===== src/rmsp_defines.svh =====
// Timing counts and field positions for the reset and mode-select pin control block
`ifndef RMSP_DEFINES_SVH
`define RMSP_DEFINES_SVH
`define RMSP_RST_PULSE_CYC 34
`define RMSP_BIT_CYC 16
`define RMSP_CAUSE_W 4
`define RMSP_CAUSE_EXT 0
`define RMSP_CAUSE_POR 1
`define RMSP_CAUSE_LVD 2
`define RMSP_CAUSE_INT 3
`endif


===== src/rmsp_pkg.sv =====
// Types shared by the reset and mode-select pin control block
package rmsp_pkg;
  // Reset sequencer states, one-hot
  typedef enum logic [2:0]
  {
    RMSP_ST_RUN = 3'b001,
    RMSP_ST_PULL = 3'b010,
    RMSP_ST_WAIT = 3'b100
  } rmsp_state_type;
  // Per-pin software configuration
  typedef struct packed
  {
    logic dir_out;
    logic strong_drive;
    logic slew_limit;
    logic pull_up;
  } rmsp_pincfg_type;
endpackage : rmsp_pkg


===== src/rmsp_core.sv =====
// Reset pin sequencer, mode-select capture, debug line driver and port pin control
`timescale 1ns/1ps
`default_nettype none
`include "rmsp_defines.svh"
////////////////////////////////////////////////////////////////////////////////
module rmsp_core
  import rmsp_pkg::*;
#(
  parameter int NPINS = 8
)
(
  input wire logic i_mclk,
  input wire logic i_rst,
  input wire logic i_reset_pin,
  input wire logic [`RMSP_CAUSE_W-1:0] i_int_reset,
  input wire logic i_clear_cause,
  input wire logic i_debug_pin,
  input wire logic i_dbg_clk_en,
  input wire logic i_dbg_tx_en,
  input wire logic i_dbg_tx_bit,
  input wire logic i_clk_ext_sel,
  input wire logic i_cfg_we,
  input wire logic [NPINS-1:0] i_cfg_dir,
  input wire logic [NPINS-1:0] i_cfg_drive,
  input wire logic [NPINS-1:0] i_cfg_slew,
  input wire logic [NPINS-1:0] i_cfg_pull,
  input wire logic [NPINS-1:0] i_port_out,
  input wire logic [NPINS-1:0] i_per_own,
  input wire logic [NPINS-1:0] i_per_oe,
  input wire logic [NPINS-1:0] i_per_out,
  input wire logic [NPINS-1:0] i_pin_in,
  output logic o_reset_pin_oe,
  output logic o_reset_pin_out,
  output logic o_sys_reset,
  output logic [`RMSP_CAUSE_W-1:0] o_reset_cause_register,
  output logic o_background_mode,
  output logic o_debug_active,
  output logic o_debug_line_out,
  output logic o_debug_line_oe,
  output logic o_debug_rx,
  output logic o_dbg_bit_tick,
  output logic o_use_ext_clk,
  output logic [NPINS-1:0] o_pin_out,
  output logic [NPINS-1:0] o_pin_oe,
  output logic [NPINS-1:0] o_pin_pull_en,
  output logic [NPINS-1:0] o_pin_strong,
  output logic [NPINS-1:0] o_pin_slew,
  output logic [NPINS-1:0] o_port_rdata
);
  // Elaboration check: the pin vectors assume a sane pin count
  if (NPINS < 1 || NPINS > 64)
  begin : g_bad_npins
    $error("NPINS out of range");
  end
  localparam logic [5:0] PULSE_LAST = 6'(`RMSP_RST_PULSE_CYC - 1);
  localparam logic [3:0] BIT_LAST = 4'(`RMSP_BIT_CYC - 1);

  ////////////////////////////////////////////////////////////////////////////
  // Pin synchronisers: first stage read only by the second
  logic rpin_s1_q, rpin_s2_q, dpin_s1_q, dpin_s2_q;
  logic [NPINS-1:0] pin_s1_q, pin_s2_q;
  always_ff @(posedge i_mclk or posedge i_rst)
  begin
    if (i_rst)
    begin
      rpin_s1_q <= 1'b1;
      rpin_s2_q <= 1'b1;
      dpin_s1_q <= 1'b1;
      dpin_s2_q <= 1'b1;
      pin_s1_q <= '0;
      pin_s2_q <= '0;
    end
    else
    begin
      rpin_s1_q <= i_reset_pin;
      rpin_s2_q <= rpin_s1_q;
      dpin_s1_q <= i_debug_pin;
      dpin_s2_q <= dpin_s1_q;
      pin_s1_q <= i_pin_in;
      pin_s2_q <= pin_s1_q;
    end
  end

  ////////////////////////////////////////////////////////////////////////////
  // Reset sequencer
  rmsp_state_type state_q, state_d;
  logic [5:0] cnt_q, cnt_d;
  logic ext_low;
  logic any_int;
  logic pull_done;
  // Our own pull shows on the pin too; only a low seen while running is external
  assign ext_low = ~rpin_s2_q;
  assign any_int = |i_int_reset;
  assign pull_done = (cnt_q == PULSE_LAST);
  always_comb
  begin
    state_d = state_q;
    cnt_d = cnt_q;
    case (state_q)
      RMSP_ST_RUN:
      begin
        if (any_int || ext_low)
        begin
          state_d = RMSP_ST_PULL;
          cnt_d = '0;
        end
      end
      RMSP_ST_PULL:
      begin
        cnt_d = cnt_q + 6'h01;
        if (pull_done)
          state_d = RMSP_ST_WAIT;
      end
      RMSP_ST_WAIT:
      begin
        // Hold reset while an outside party keeps the pin low
        if (~ext_low)
          state_d = RMSP_ST_RUN;
      end
      default:
        state_d = RMSP_ST_RUN;
    endcase
  end
  always_ff @(posedge i_mclk or posedge i_rst)
  begin
    if (i_rst)
    begin
      state_q <= RMSP_ST_PULL; // Power-up also produces the low pulse
      cnt_q <= 6'h00;
    end
    else
    begin
      state_q <= state_d;
      cnt_q <= cnt_d;
    end
  end
  assign o_reset_pin_oe = (state_q == RMSP_ST_PULL);
  assign o_reset_pin_out = 1'b0; // Open drain: drive low only
  assign o_sys_reset = (state_q != RMSP_ST_RUN);

  ////////////////////////////////////////////////////////////////////////////
  // Reset cause: set wins over clear; new reset replaces older cause
  logic [`RMSP_CAUSE_W-1:0] cause_q, cause_new;
  logic cause_evt;
  assign cause_evt = (state_q == RMSP_ST_RUN) && (any_int || ext_low);
  always_comb
  begin
    cause_new = i_int_reset;
    cause_new[`RMSP_CAUSE_EXT] = ext_low & ~any_int;
  end
  always_ff @(posedge i_mclk or posedge i_rst)
  begin
    if (i_rst)
      cause_q <= `RMSP_CAUSE_W'(1 << `RMSP_CAUSE_POR);
    else if (cause_evt)
      cause_q <= cause_new;
    else if (i_clear_cause)
      cause_q <= '0;
  end
  assign o_reset_cause_register = cause_q;

  ////////////////////////////////////////////////////////////////////////////
  // Mode select: sampled once, on the cycle reset releases
  logic mode_bkg_q, rel_edge, ext_clk_q;
  assign rel_edge = (state_q != RMSP_ST_RUN) && (state_d == RMSP_ST_RUN);
  always_ff @(posedge i_mclk or posedge i_rst)
  begin
    if (i_rst)
      mode_bkg_q <= 1'b0;
    else if (rel_edge)
      mode_bkg_q <= ~dpin_s2_q;
  end
  assign o_background_mode = mode_bkg_q;
  assign o_debug_active = ~o_sys_reset;
  // Clock source: internal after every reset, software may switch later
  always_ff @(posedge i_mclk or posedge i_rst)
  begin
    if (i_rst)
      ext_clk_q <= 1'b0;
    else if (o_sys_reset)
      ext_clk_q <= 1'b0;
    else
      ext_clk_q <= i_clk_ext_sel;
  end
  assign o_use_ext_clk = ext_clk_q;

  ////////////////////////////////////////////////////////////////////////////
  // Debug line: bit timing at debug clock, which may equal bus clock
  logic [3:0] bcnt_q;
  logic tx_q, tx_prev_q, spd_q, tx_d;
  always_ff @(posedge i_mclk or posedge i_rst)
  begin
    if (i_rst)
      bcnt_q <= 4'h0;
    else if (o_sys_reset)
      bcnt_q <= 4'h0;
    else if (i_dbg_clk_en)
      bcnt_q <= (bcnt_q == BIT_LAST) ? 4'h0 : bcnt_q + 4'h1;
  end
  assign o_dbg_bit_tick = i_dbg_clk_en && (bcnt_q == BIT_LAST);
  // Line is pulled low only while running and sending a low bit
  assign tx_d = ~(o_debug_active & i_dbg_tx_en & ~i_dbg_tx_bit);
  // Speedup pulse starts on the releasing edge, so the pull-up never lifts alone
  always_ff @(posedge i_mclk or posedge i_rst)
  begin
    if (i_rst)
    begin
      tx_q <= 1'b1;
      tx_prev_q <= 1'b1;
      spd_q <= 1'b0;
    end
    else
    begin
      tx_q <= tx_d;
      tx_prev_q <= tx_q;
      spd_q <= tx_d & ~tx_q;
    end
  end
  assign o_debug_line_out = spd_q;
  assign o_debug_line_oe = ~tx_q | spd_q;
  assign o_debug_rx = dpin_s2_q;

  ////////////////////////////////////////////////////////////////////////////
  // Port pin configuration
  rmsp_pincfg_type cfg_q [NPINS];
  genvar g;
  generate
    for (g = 0; g < NPINS; g++)
    begin : g_pin
      always_ff @(posedge i_mclk or posedge i_rst)
      begin
        if (i_rst)
          cfg_q[g] <= '0;
        else if (i_cfg_we)
          cfg_q[g] <= '{i_cfg_dir[g], i_cfg_drive[g], i_cfg_slew[g], i_cfg_pull[g]};
      end
      assign o_pin_oe[g] = i_per_own[g] ? i_per_oe[g] : cfg_q[g].dir_out;
      assign o_pin_out[g] = i_per_own[g] ? i_per_out[g] : i_port_out[g];
      assign o_pin_strong[g] = o_pin_oe[g] & cfg_q[g].strong_drive;
      assign o_pin_slew[g] = o_pin_oe[g] & cfg_q[g].slew_limit;
      assign o_pin_pull_en[g] = ~o_pin_oe[g] & cfg_q[g].pull_up;
      assign o_port_rdata[g] = cfg_q[g].dir_out ? i_port_out[g] : pin_s2_q[g];

    end
  endgenerate
endmodule : rmsp_core
`default_nettype wire


===== config.mk =====
export PLATFORM = sky130hd
export DESIGN_NAME = rmsp_core
export DESIGN_NICKNAME = d
export VERILOG_FILES = /design/src/rmsp_pkg.sv /design/src/rmsp_core.sv
export VERILOG_INCLUDE_DIRS = /design/src
export SDC_FILE = /design/constraint.sdc
export NUM_CORES = 1
export LEC_CHECK = 0
export ABC_AREA = 1
export BUFFER_PORTS_ARGS = -buffer_cell sky130_fd_sc_hd__buf_2
export CAP_MARGIN = 0
export CORE_MARGIN = 1
export CORE_UTILIZATION = 34
export CTS_CLUSTER_DIAMETER = 60
export DETAILED_ROUTE_END_ITERATION = 6
export SLEW_MARGIN = 10
export SYNTH_ARGS = -nofsm -noshare
export SYNTH_HDL_FRONTEND = slang
export SYNTH_SLANG_ARGS = --single-unit

===== constraint.sdc =====
create_clock -name i_mclk -period 4.65 [get_ports i_mclk]
set_clock_uncertainty 0.1 [all_clocks]
set_input_delay 0.93 -clock i_mclk [delete_from_list [all_inputs] [get_ports i_mclk]]
set_output_delay 0.93 -clock i_mclk [all_outputs]
set_load 0.05 [all_outputs]

### Word level (Yosys, flattened, before mapping)

Index checks and enable logic that the tools add are counted.

* register bits after elaboration: 73
* bits in latches: 0
* bits in writable memories: 0
* memory bits (read-only): 0
* input port bits: 86
* output and inout port bits: 62
* logic and storage cells: 145
* memories: 0

* add/sub/neg operators: 2
* $mul: 0
* div/mod/pow operators: 0
* $lt $le $gt $ge: 0
* eq/ne operators: 8
* shift operators: 0
* multiplexer cells: 36
* bitwise gates (word level): 44
* reductions and logical operators: 9

Operators by type and width (number)
* $and 1x1->1: 28
* $mux 1: 25
* $mux 4: 5
* $not 1->1: 15
* $pmux 6 s2: 1
* $mux 3: 3
* $pmux 3 s3: 1
* $add 6x1->6 const B: 1
* $eq 3x1->1 const B: 2
* $eq 6x6->1 const B: 1
* $mux 6: 1
* $reduce_bool 2->1: 3
* $add 4x1->4 const B: 1
* $eq 4x4->1 const B: 1
* $reduce_or 4->1: 1
* $eq 3x2->1 const B: 1
* $eq 3x3->1 const B: 1
* $logic_and 1x1->1: 3
* $ne 3x1->1 const B: 1
* $ne 2x1->1 const B: 1
* $reduce_and 2->1: 1
* $logic_or 1x1->1: 1
* $or 1x1->1: 1

### Depth between registers and ports, before layout

Gate-level depths: netlist of run 1.

* word-level depth: 6
* mapped depth: 7
* mapped depth without buffers: 7

### Worst setup path before layout of run 1

Ideal clock, no wire load.

* kind: input to output
* from: input i_per_own[0]
* to: output o_pin_pull_en[0]
* data arrival time: 2.171 ns
* data required time: 3.620 ns
* path slack: 1.449 ns
* cell stages on the path: 3
* path buffers: 0
* cell sequence: o21ai_0 inv_1 nor2_1

* longest elaborated chain between the ends: 3

Ends and longest elaborated chain
* from (decl): line rmsp_core.sv:28 `input wire logic [NPINS-1:0] i_per_own,`
* $mux 1: line rmsp_core.sv:237 `assign o_pin_oe[g] = i_per_own[g] ? i_per_oe[g] : cfg_q[g].dir_out;`
* via o_pin_oe[0]: line rmsp_core.sv:44 `output logic [NPINS-1:0] o_pin_oe,`
* $not 1->1: line rmsp_core.sv:241 `assign o_pin_pull_en[g] = ~o_pin_oe[g] & cfg_q[g].pull_up;`
* $and 1x1->1: line rmsp_core.sv:241
* to (decl): line rmsp_core.sv:45 `output logic [NPINS-1:0] o_pin_pull_en,`

The timed path passes the listed nets, and every way through them passes these cells.

### Final worst setup path of run 1

* from: register state_q[2]
* to: output o_reset_pin_oe

* longest elaborated chain between the ends: 1

Ends and longest elaborated chain
* from (decl): line rmsp_core.sv:86 `rmsp_state_type state_q, state_d;`
* from (signal assigned): line rmsp_core.sv:133 `state_q <= state_d;`
* $eq 3x2->1: line rmsp_core.sv:137 `assign o_reset_pin_oe = (state_q == RMSP_ST_PULL);`
* to (decl): line rmsp_core.sv:32 `output logic o_reset_pin_oe,`

No other way between the ends.

==> results.json, run 1 <==
{
  "status": "finished clean",
  "drive_gt1_share_pct": 33.5,
  "fp.dieW_microns": 99.8,
  "min_period_over_period_pct": 61.7,
  "arrival_ns": 1.84,
  "synth_seq_cells": 73,
  "antenna_left": 0,
  "tightest_slew_ns": 0.962,
  "synth_nets": 477,
  "cts_setup_buffers": 0,
  "yosys_warnings": 0,
  "ctsHoldBuffers": 0,
  "firstDrtPassIters": 4,
  "antenna_cells": 0,
  "wl_per_cell_microns": 11.0,
  "grt.overflow.total": 0,
  "finalSetupViolations": 0,
  "cp_num_buf_inv": 2,
  "power.density_mw_per_mm2": 458,
  "slowest_delay_ns": 0.44,
  "start_kind": "register",
  "ir_worst_vdd_uv": 279,
  "rsz0062_at_grt": "false",
  "startpoint": "state_q[2]",
  "cts_num_sinks": 73,
  "grt_usage_pct": 15.8,
  "via_per_inst": 4.28,
  "crit_type": "register to primary output",
  "synthTopCellsByCount": "95 x nand2_1, 72 x inv_1, 66 x dfrtp_1, 58 x o21ai_0, 37 x nor2_1",
  "synthTopCellsByArea": "dfrtp_1 51%, nand2_1 11%, o21ai_0 8.9%",
  "clk_pin_slew_worst_paths_ns": 0.08,
  "finalSetupTns_ns": 0,
  "numCtsBuffers": 9,
  "cap_violations": 0,
  "hold_class": "register to register",
  "synth_top_cell_by_area": "dfrtp_1",
  "grt_pass1_wl_microns": 12100,
  "relSlewSlack_pct": 35.8,
  "synth_most_common_cell": "nand2_1",
  "synth-edff-count": 0,
  "row_count": 35,
  "synth_cell_types": 25,
  "gp_congestion": 0.726,
  "dp_hpwl_microns": 5690,
  "syn2layout_area_growth_pct": 32.2,
  "p_leak_nw": 2.43,
  "initial_core_util_pct": 35.2,
  "dieArea_sq_mm": 0.00996,
  "drtIter0Drc": 61,
  "ctsRootBufferMaster": "clkbuf_8",
  "hp-start": "pin_s1_q[1]",
  "antenna_found_initial": 0,
  "cp.required_ns": 3.62,
  "grt_start_max_net_pins": 65,
  "clockBufferDepth": 2,
  "grt_pass1_vias": 2669,
  "crit_slowest_cell": "dfrtp_1",
  "vias": 2865,
  "netlist_area_sq_mm": 0.00325,
  "drv_slew": 0,
  "insertion_delay_ns": 0.34,
  "total_power_mw": 1.97,
  "coreArea_sq_mm": 0.00924,
  "ys_async_sr_fraction_pct": 100,
  "ctsResizeCount": 0,
  "finalNetCount": 625,
  "cp_max_fo": 13,
  "drc": 0,
  "routed_wirelength_microns": 7400,
  "io_buffers": 146,
  "seq_area_sq_mm": 0.00184,
  "num-fill-cells": 963,
  "synthCells": 388,
  "ios": 148,
  "die_h_microns": 99.8,
  "avgSynthCellArea_sq_um": 8.38,
  "htreeDepth": 3,
  "cp_top_family": "buffers and inverters",
  "multi_input_area_sq_mm": 0.00107,
  "r2r-start": "state_q[2]",
  "yosysTopAreaCellShare_pct": 50.8,
  "hold_viol": 0,
  "cts_tree": "built",
  "ys_seq_area_share_pct": 56.5,
  "synth_flop_cell": "dfrtp_1",
  "period_needed_ns": 2.87,
  "max_freq_ghz": 0.348,
  "crit_path_end_kind": "primary output",
  "cp_cell_sequence": "nor2_1, nand2_1, inv_1, buf_2"
}
==> path summary, 6_finish.rpt <==
check | to | slack (ns) | cells past startpoint
setup / recovery | o_reset_pin_oe | 1.78 | 4
hold / removal | pin_s2_q[1] | 0.25 | 0
setup reg to reg | cnt_q[4] | 3.05 | 6
hold reg to reg | pin_s2_q[1] | 0.25 | 0
max in group asynchronous | cfg_q[12] | 2.96 | 3
min in group asynchronous | cfg_q[30] | 0.49 | 2
==> through the flow <==
step                hold WS [ns]  setup WS [ns]  std cells  utilization (%)  cell area [sq um]
global route               0.260           1.65        670             46.5               4300
global placement           0.232           1.85        654             44.2               4080
detailed placement         0.237           1.81        654             44.2               4080
finish                     0.250           1.78        670             46.5               4300
CTS                        0.256           1.76        670             46.5               4300
floorplan                  0.231           1.45        388                -               3250
==> sequential cells by signal, summed over array words and instances, names as in the netlist <==
name and flops:
bcnt_q 4, cfg_q 32, cnt_q 6, dpin_s1_q 1
o_background_mode 1, o_debug_line_out 1, o_debug_rx 1, o_reset_cause_register 4
o_use_ext_clk 1, pin_s1_q 8, pin_s2_q 8, rpin_s1_q 1
rpin_s2_q 1, state_q 3, tx_q 1
==> layer usage <==
layer / routed length (microns) / vias up / GRT usage (%) / part of all wire (%)
li1: - / 1477 / - / -
met1: 3350 / 1281 / 19.5 / 45
met2: 3510 / 95 / 26.2 / 47
met3: 417 / 12 / 3.97 / 5.6
met4: 116 / 0 / 6.79 / 1.6
met5: 0 / - / 0 / 0
==> logic make-up after synthesis <==
logic type	synth area share, %
flops	56.5
fa+ha+maj	1.15
buf+inv	10.7
compound gates	9.43
simple gates	22.1
other cells	0.115
==> cell usage in the layout (no fill, tap or decap) <==
cell,count
buf_2,146
nand2_1,95
inv_1,71
dfrtp_1,66
o21ai_0,58
nor2_1,37
nand3_1,20
clkbuf_8,9
dfstp_2,7
nand3_2,5
or2_2,3
ha_1,3
nand4_1,2
inv_2,2
clkbuf_1,2
bufinv_16,2
nand3_4,1
nand3b_1,1
inv_6,1
nand2_4,1
nor3_1,1
a31oi_1,1
o21ai_1,1
a21oi_1,1
conb_1,1
clkinvlp_4,1
clkinv_4,1
clkinv_2,1
buf_4,1
==> worst register-to-register path: stages, from the launching register on <==
cell	delay [ns]
dfrtp_1	0.44
nor2_1	0.12
nand2_1	0.32
inv_1	0.32
nand2_1	0.08
nand3_1	0.09
nand2_1	0.05
==> final cells by class <==
cell class / count / share of cell area [%]
Clock buffer: 11 / 3.06
Clock inverter: 5 / 1.89
Inverter: 74 / 6.58
Multi-Input combinational cell: 231 / 24.8
Sequential cell: 73 / 42.7
Tap cell: 129 / 3.76
Timing Repair Buffer: 147 / 17.2
==> power breakdown <==
group,switching (mW),internal (mW),total [mW]
clock,0.228,0.303,0.530
combinational,0.498,0.163,0.661
sequential,0.0526,0.724,0.776
total,0.779,1.19,1.97
(Power assumes the default switching activity.)
==> run 2, diff against run 1 <==
Clock period 4.65 ns to 2.82 ns, I/O delays scaled along.
==> results.json, run 2 (synthesis results as in run 1) <==
{
  "crit_path_end_kind": "primary output",
  "arrival_ns": 1.50,
  "ctsHoldBuffers": 0,
  "row_count": 35,
  "insertion_delay_ns": 0.33,
  "regMostFlops": "cfg_q",
  "final_cell_mix": "146 x buf_2, 95 x nand2_1, 71 x inv_1",
  "cp.required_ns": 2.16,
  "via_per_inst": 4.33,
  "coreArea_sq_mm": 0.00924,
  "routed_wirelength_microns": 7410,
  "power.switching_mw": 1.27,
  "largestRegisters": "cfg_q (32), pin_s1_q (8), pin_s2_q (8)",
  "p_comb_share_pct": 35.8,
  "p_seq_share_pct": 41.6,
  "grt_pass1_wl_microns": 11800,
  "ios": 148,
  "fp.dieW_microns": 99.8,
  "finalSetupViolations": 0,
  "dieArea_sq_mm": 0.00996,
  "cts_tree": "built",
  "multi_input_area_sq_mm": 0.00107,
  "clock_power_share_pct": 22.7,
  "period_needed_ns": 2.16,
  "grt_start_max_net_pins": 74,
  "cts_setup_buffers": 0,
  "min_period_over_period_pct": 76.6,
  "largest_reg_flops": 32,
  "cap_violations": 0,
  "power.density_mw_per_mm2": 721,
  "dp.cells": 657,
  "cts_num_sinks": 73,
  "drv_slew": 0,
  "vias": 2911,
  "cp_max_fo": 3,
  "hold_class": "input port to async pin",
  "crit_type": "register to primary output",
  "status": "finished clean",
  "grt_pass1_vias": 2613,
  "io_buffers": 146,
  "drive_gt1_share_pct": 33.6,
  "intPower_mw": 1.82,
  "ctsRootBufferMaster": "clkbuf_8",
  "numCtsBuffers": 9,
  "finalSetupTns_ns": 0,
  "ir_worst_vdd_uv": 489,
  "finalNetCount": 628,
  "seq_area_sq_mm": 0.00184,
  "grt.overflow.total": 0,
  "rsz0062_at_grt": "false",
  "num-fill-cells": 920,
  "wl_per_cell_microns": 11.0,
  "start_kind": "register",
  "htreeDepth": 3,
  "clk_pin_slew_worst_paths_ns": 0.07,
  "layout_commonest_cell": "buf_2",
  "switching_share_pct": 41.2,
  "firstDrtPassIters": 5,
  "drc": 0,
  "syn2layout_area_growth_pct": 31.8,
  "die_h_microns": 99.8,
  "antenna_cells": 0,
  "clockBufferDepth": 2,
  "antenna_found_initial": 0,
  "grt_usage_pct": 15.2,
  "fin_cells": 673,
  "p_leak_nw": 2.43,
  "gp_congestion": 0.732,
  "drtIter0Drc": 94,
  "max_freq_ghz": 0.463,
  "initial_core_util_pct": 35.2,
  "hold_viol": 0,
  "ctsResizeCount": 0,
  "dp_hpwl_microns": 5700,
  "antenna_left": 0
}
[run 2: path summary, 6_finish.rpt]
check / slack [ns] / cells past startpoint / endpoint / from
worst max-delay path: 0.66 / 4 / o_pin_pull_en[3] / cfg_q[19]
worst min-delay path: 0.20 / 3 / o_use_ext_clk / i_rst
worst max register to register: 1.43 / 7 / o_reset_cause_register[3] / state_q[1]
worst min register to register: 0.24 / 0 / pin_s2_q[1] / pin_s1_q[1]
max in group asynchronous: 2.07 / 3 / o_reset_cause_register[1] / i_rst
min in group i_mclk: 0.22 / 1 / pin_s1_q[2] / i_pin_in[2]
[run 2: layout make-up]
type                            instances  share of cell area (%)
Clock buffer                           13                    3.47
Timing Repair Buffer                  150                    18.0
Clock inverter                          3                   0.409
Multi-Input combinational cell        231                    24.9
Tap cell                              129                    3.77
Sequential cell                        73                    42.8
Inverter                               74                    6.60
[run 2: through the flow]
stage	worst slack, ns	total power [mW]	hold WS, ns	area, sq um	utilization, %
finish	0.660	3.09	0.204	4290	46.4
global route	0.468	3.29	0.203	4290	46.4
CTS	0.640	3.14	0.205	4290	46.4
detailed placement	0.703	2.42	0.237	4120	44.6
global placement	0.747	2.40	0.233	4120	44.6
floorplan	0.314	2.15	0.231	3250	-
[run 2: routing by layer]
layer	up-vias	global-route usage [%]	routed length, microns
met5	-	0	0
met1	1315	19.4	3230
met3	7	3.97	575
li1	1486	-	-
met4	0	6.11	70
met2	103	24.8	3530
[run 2: power by group through the flow]
| stage | sequential (mW) | clock, mW | combinational (mW) |
|---|---|---|---|
| after floorplan | 1.41 | 0 | 0.744 |
| after global placement | 1.30 | 0 | 1.11 |
| after detailed placement | 1.31 | 0 | 1.12 |
| after CTS | 1.29 | 0.729 | 1.12 |
| after global routing | 1.30 | 0.784 | 1.20 |
| final | 1.28 | 0.701 | 1.11 |
[run 2: critical path, cell delays in order (launching register included)]
cell	delay, ns
dfrtp_1	0.38
o21ai_0	0.29
inv_1	0.09
nor2_1	0.12
buf_2	0.28
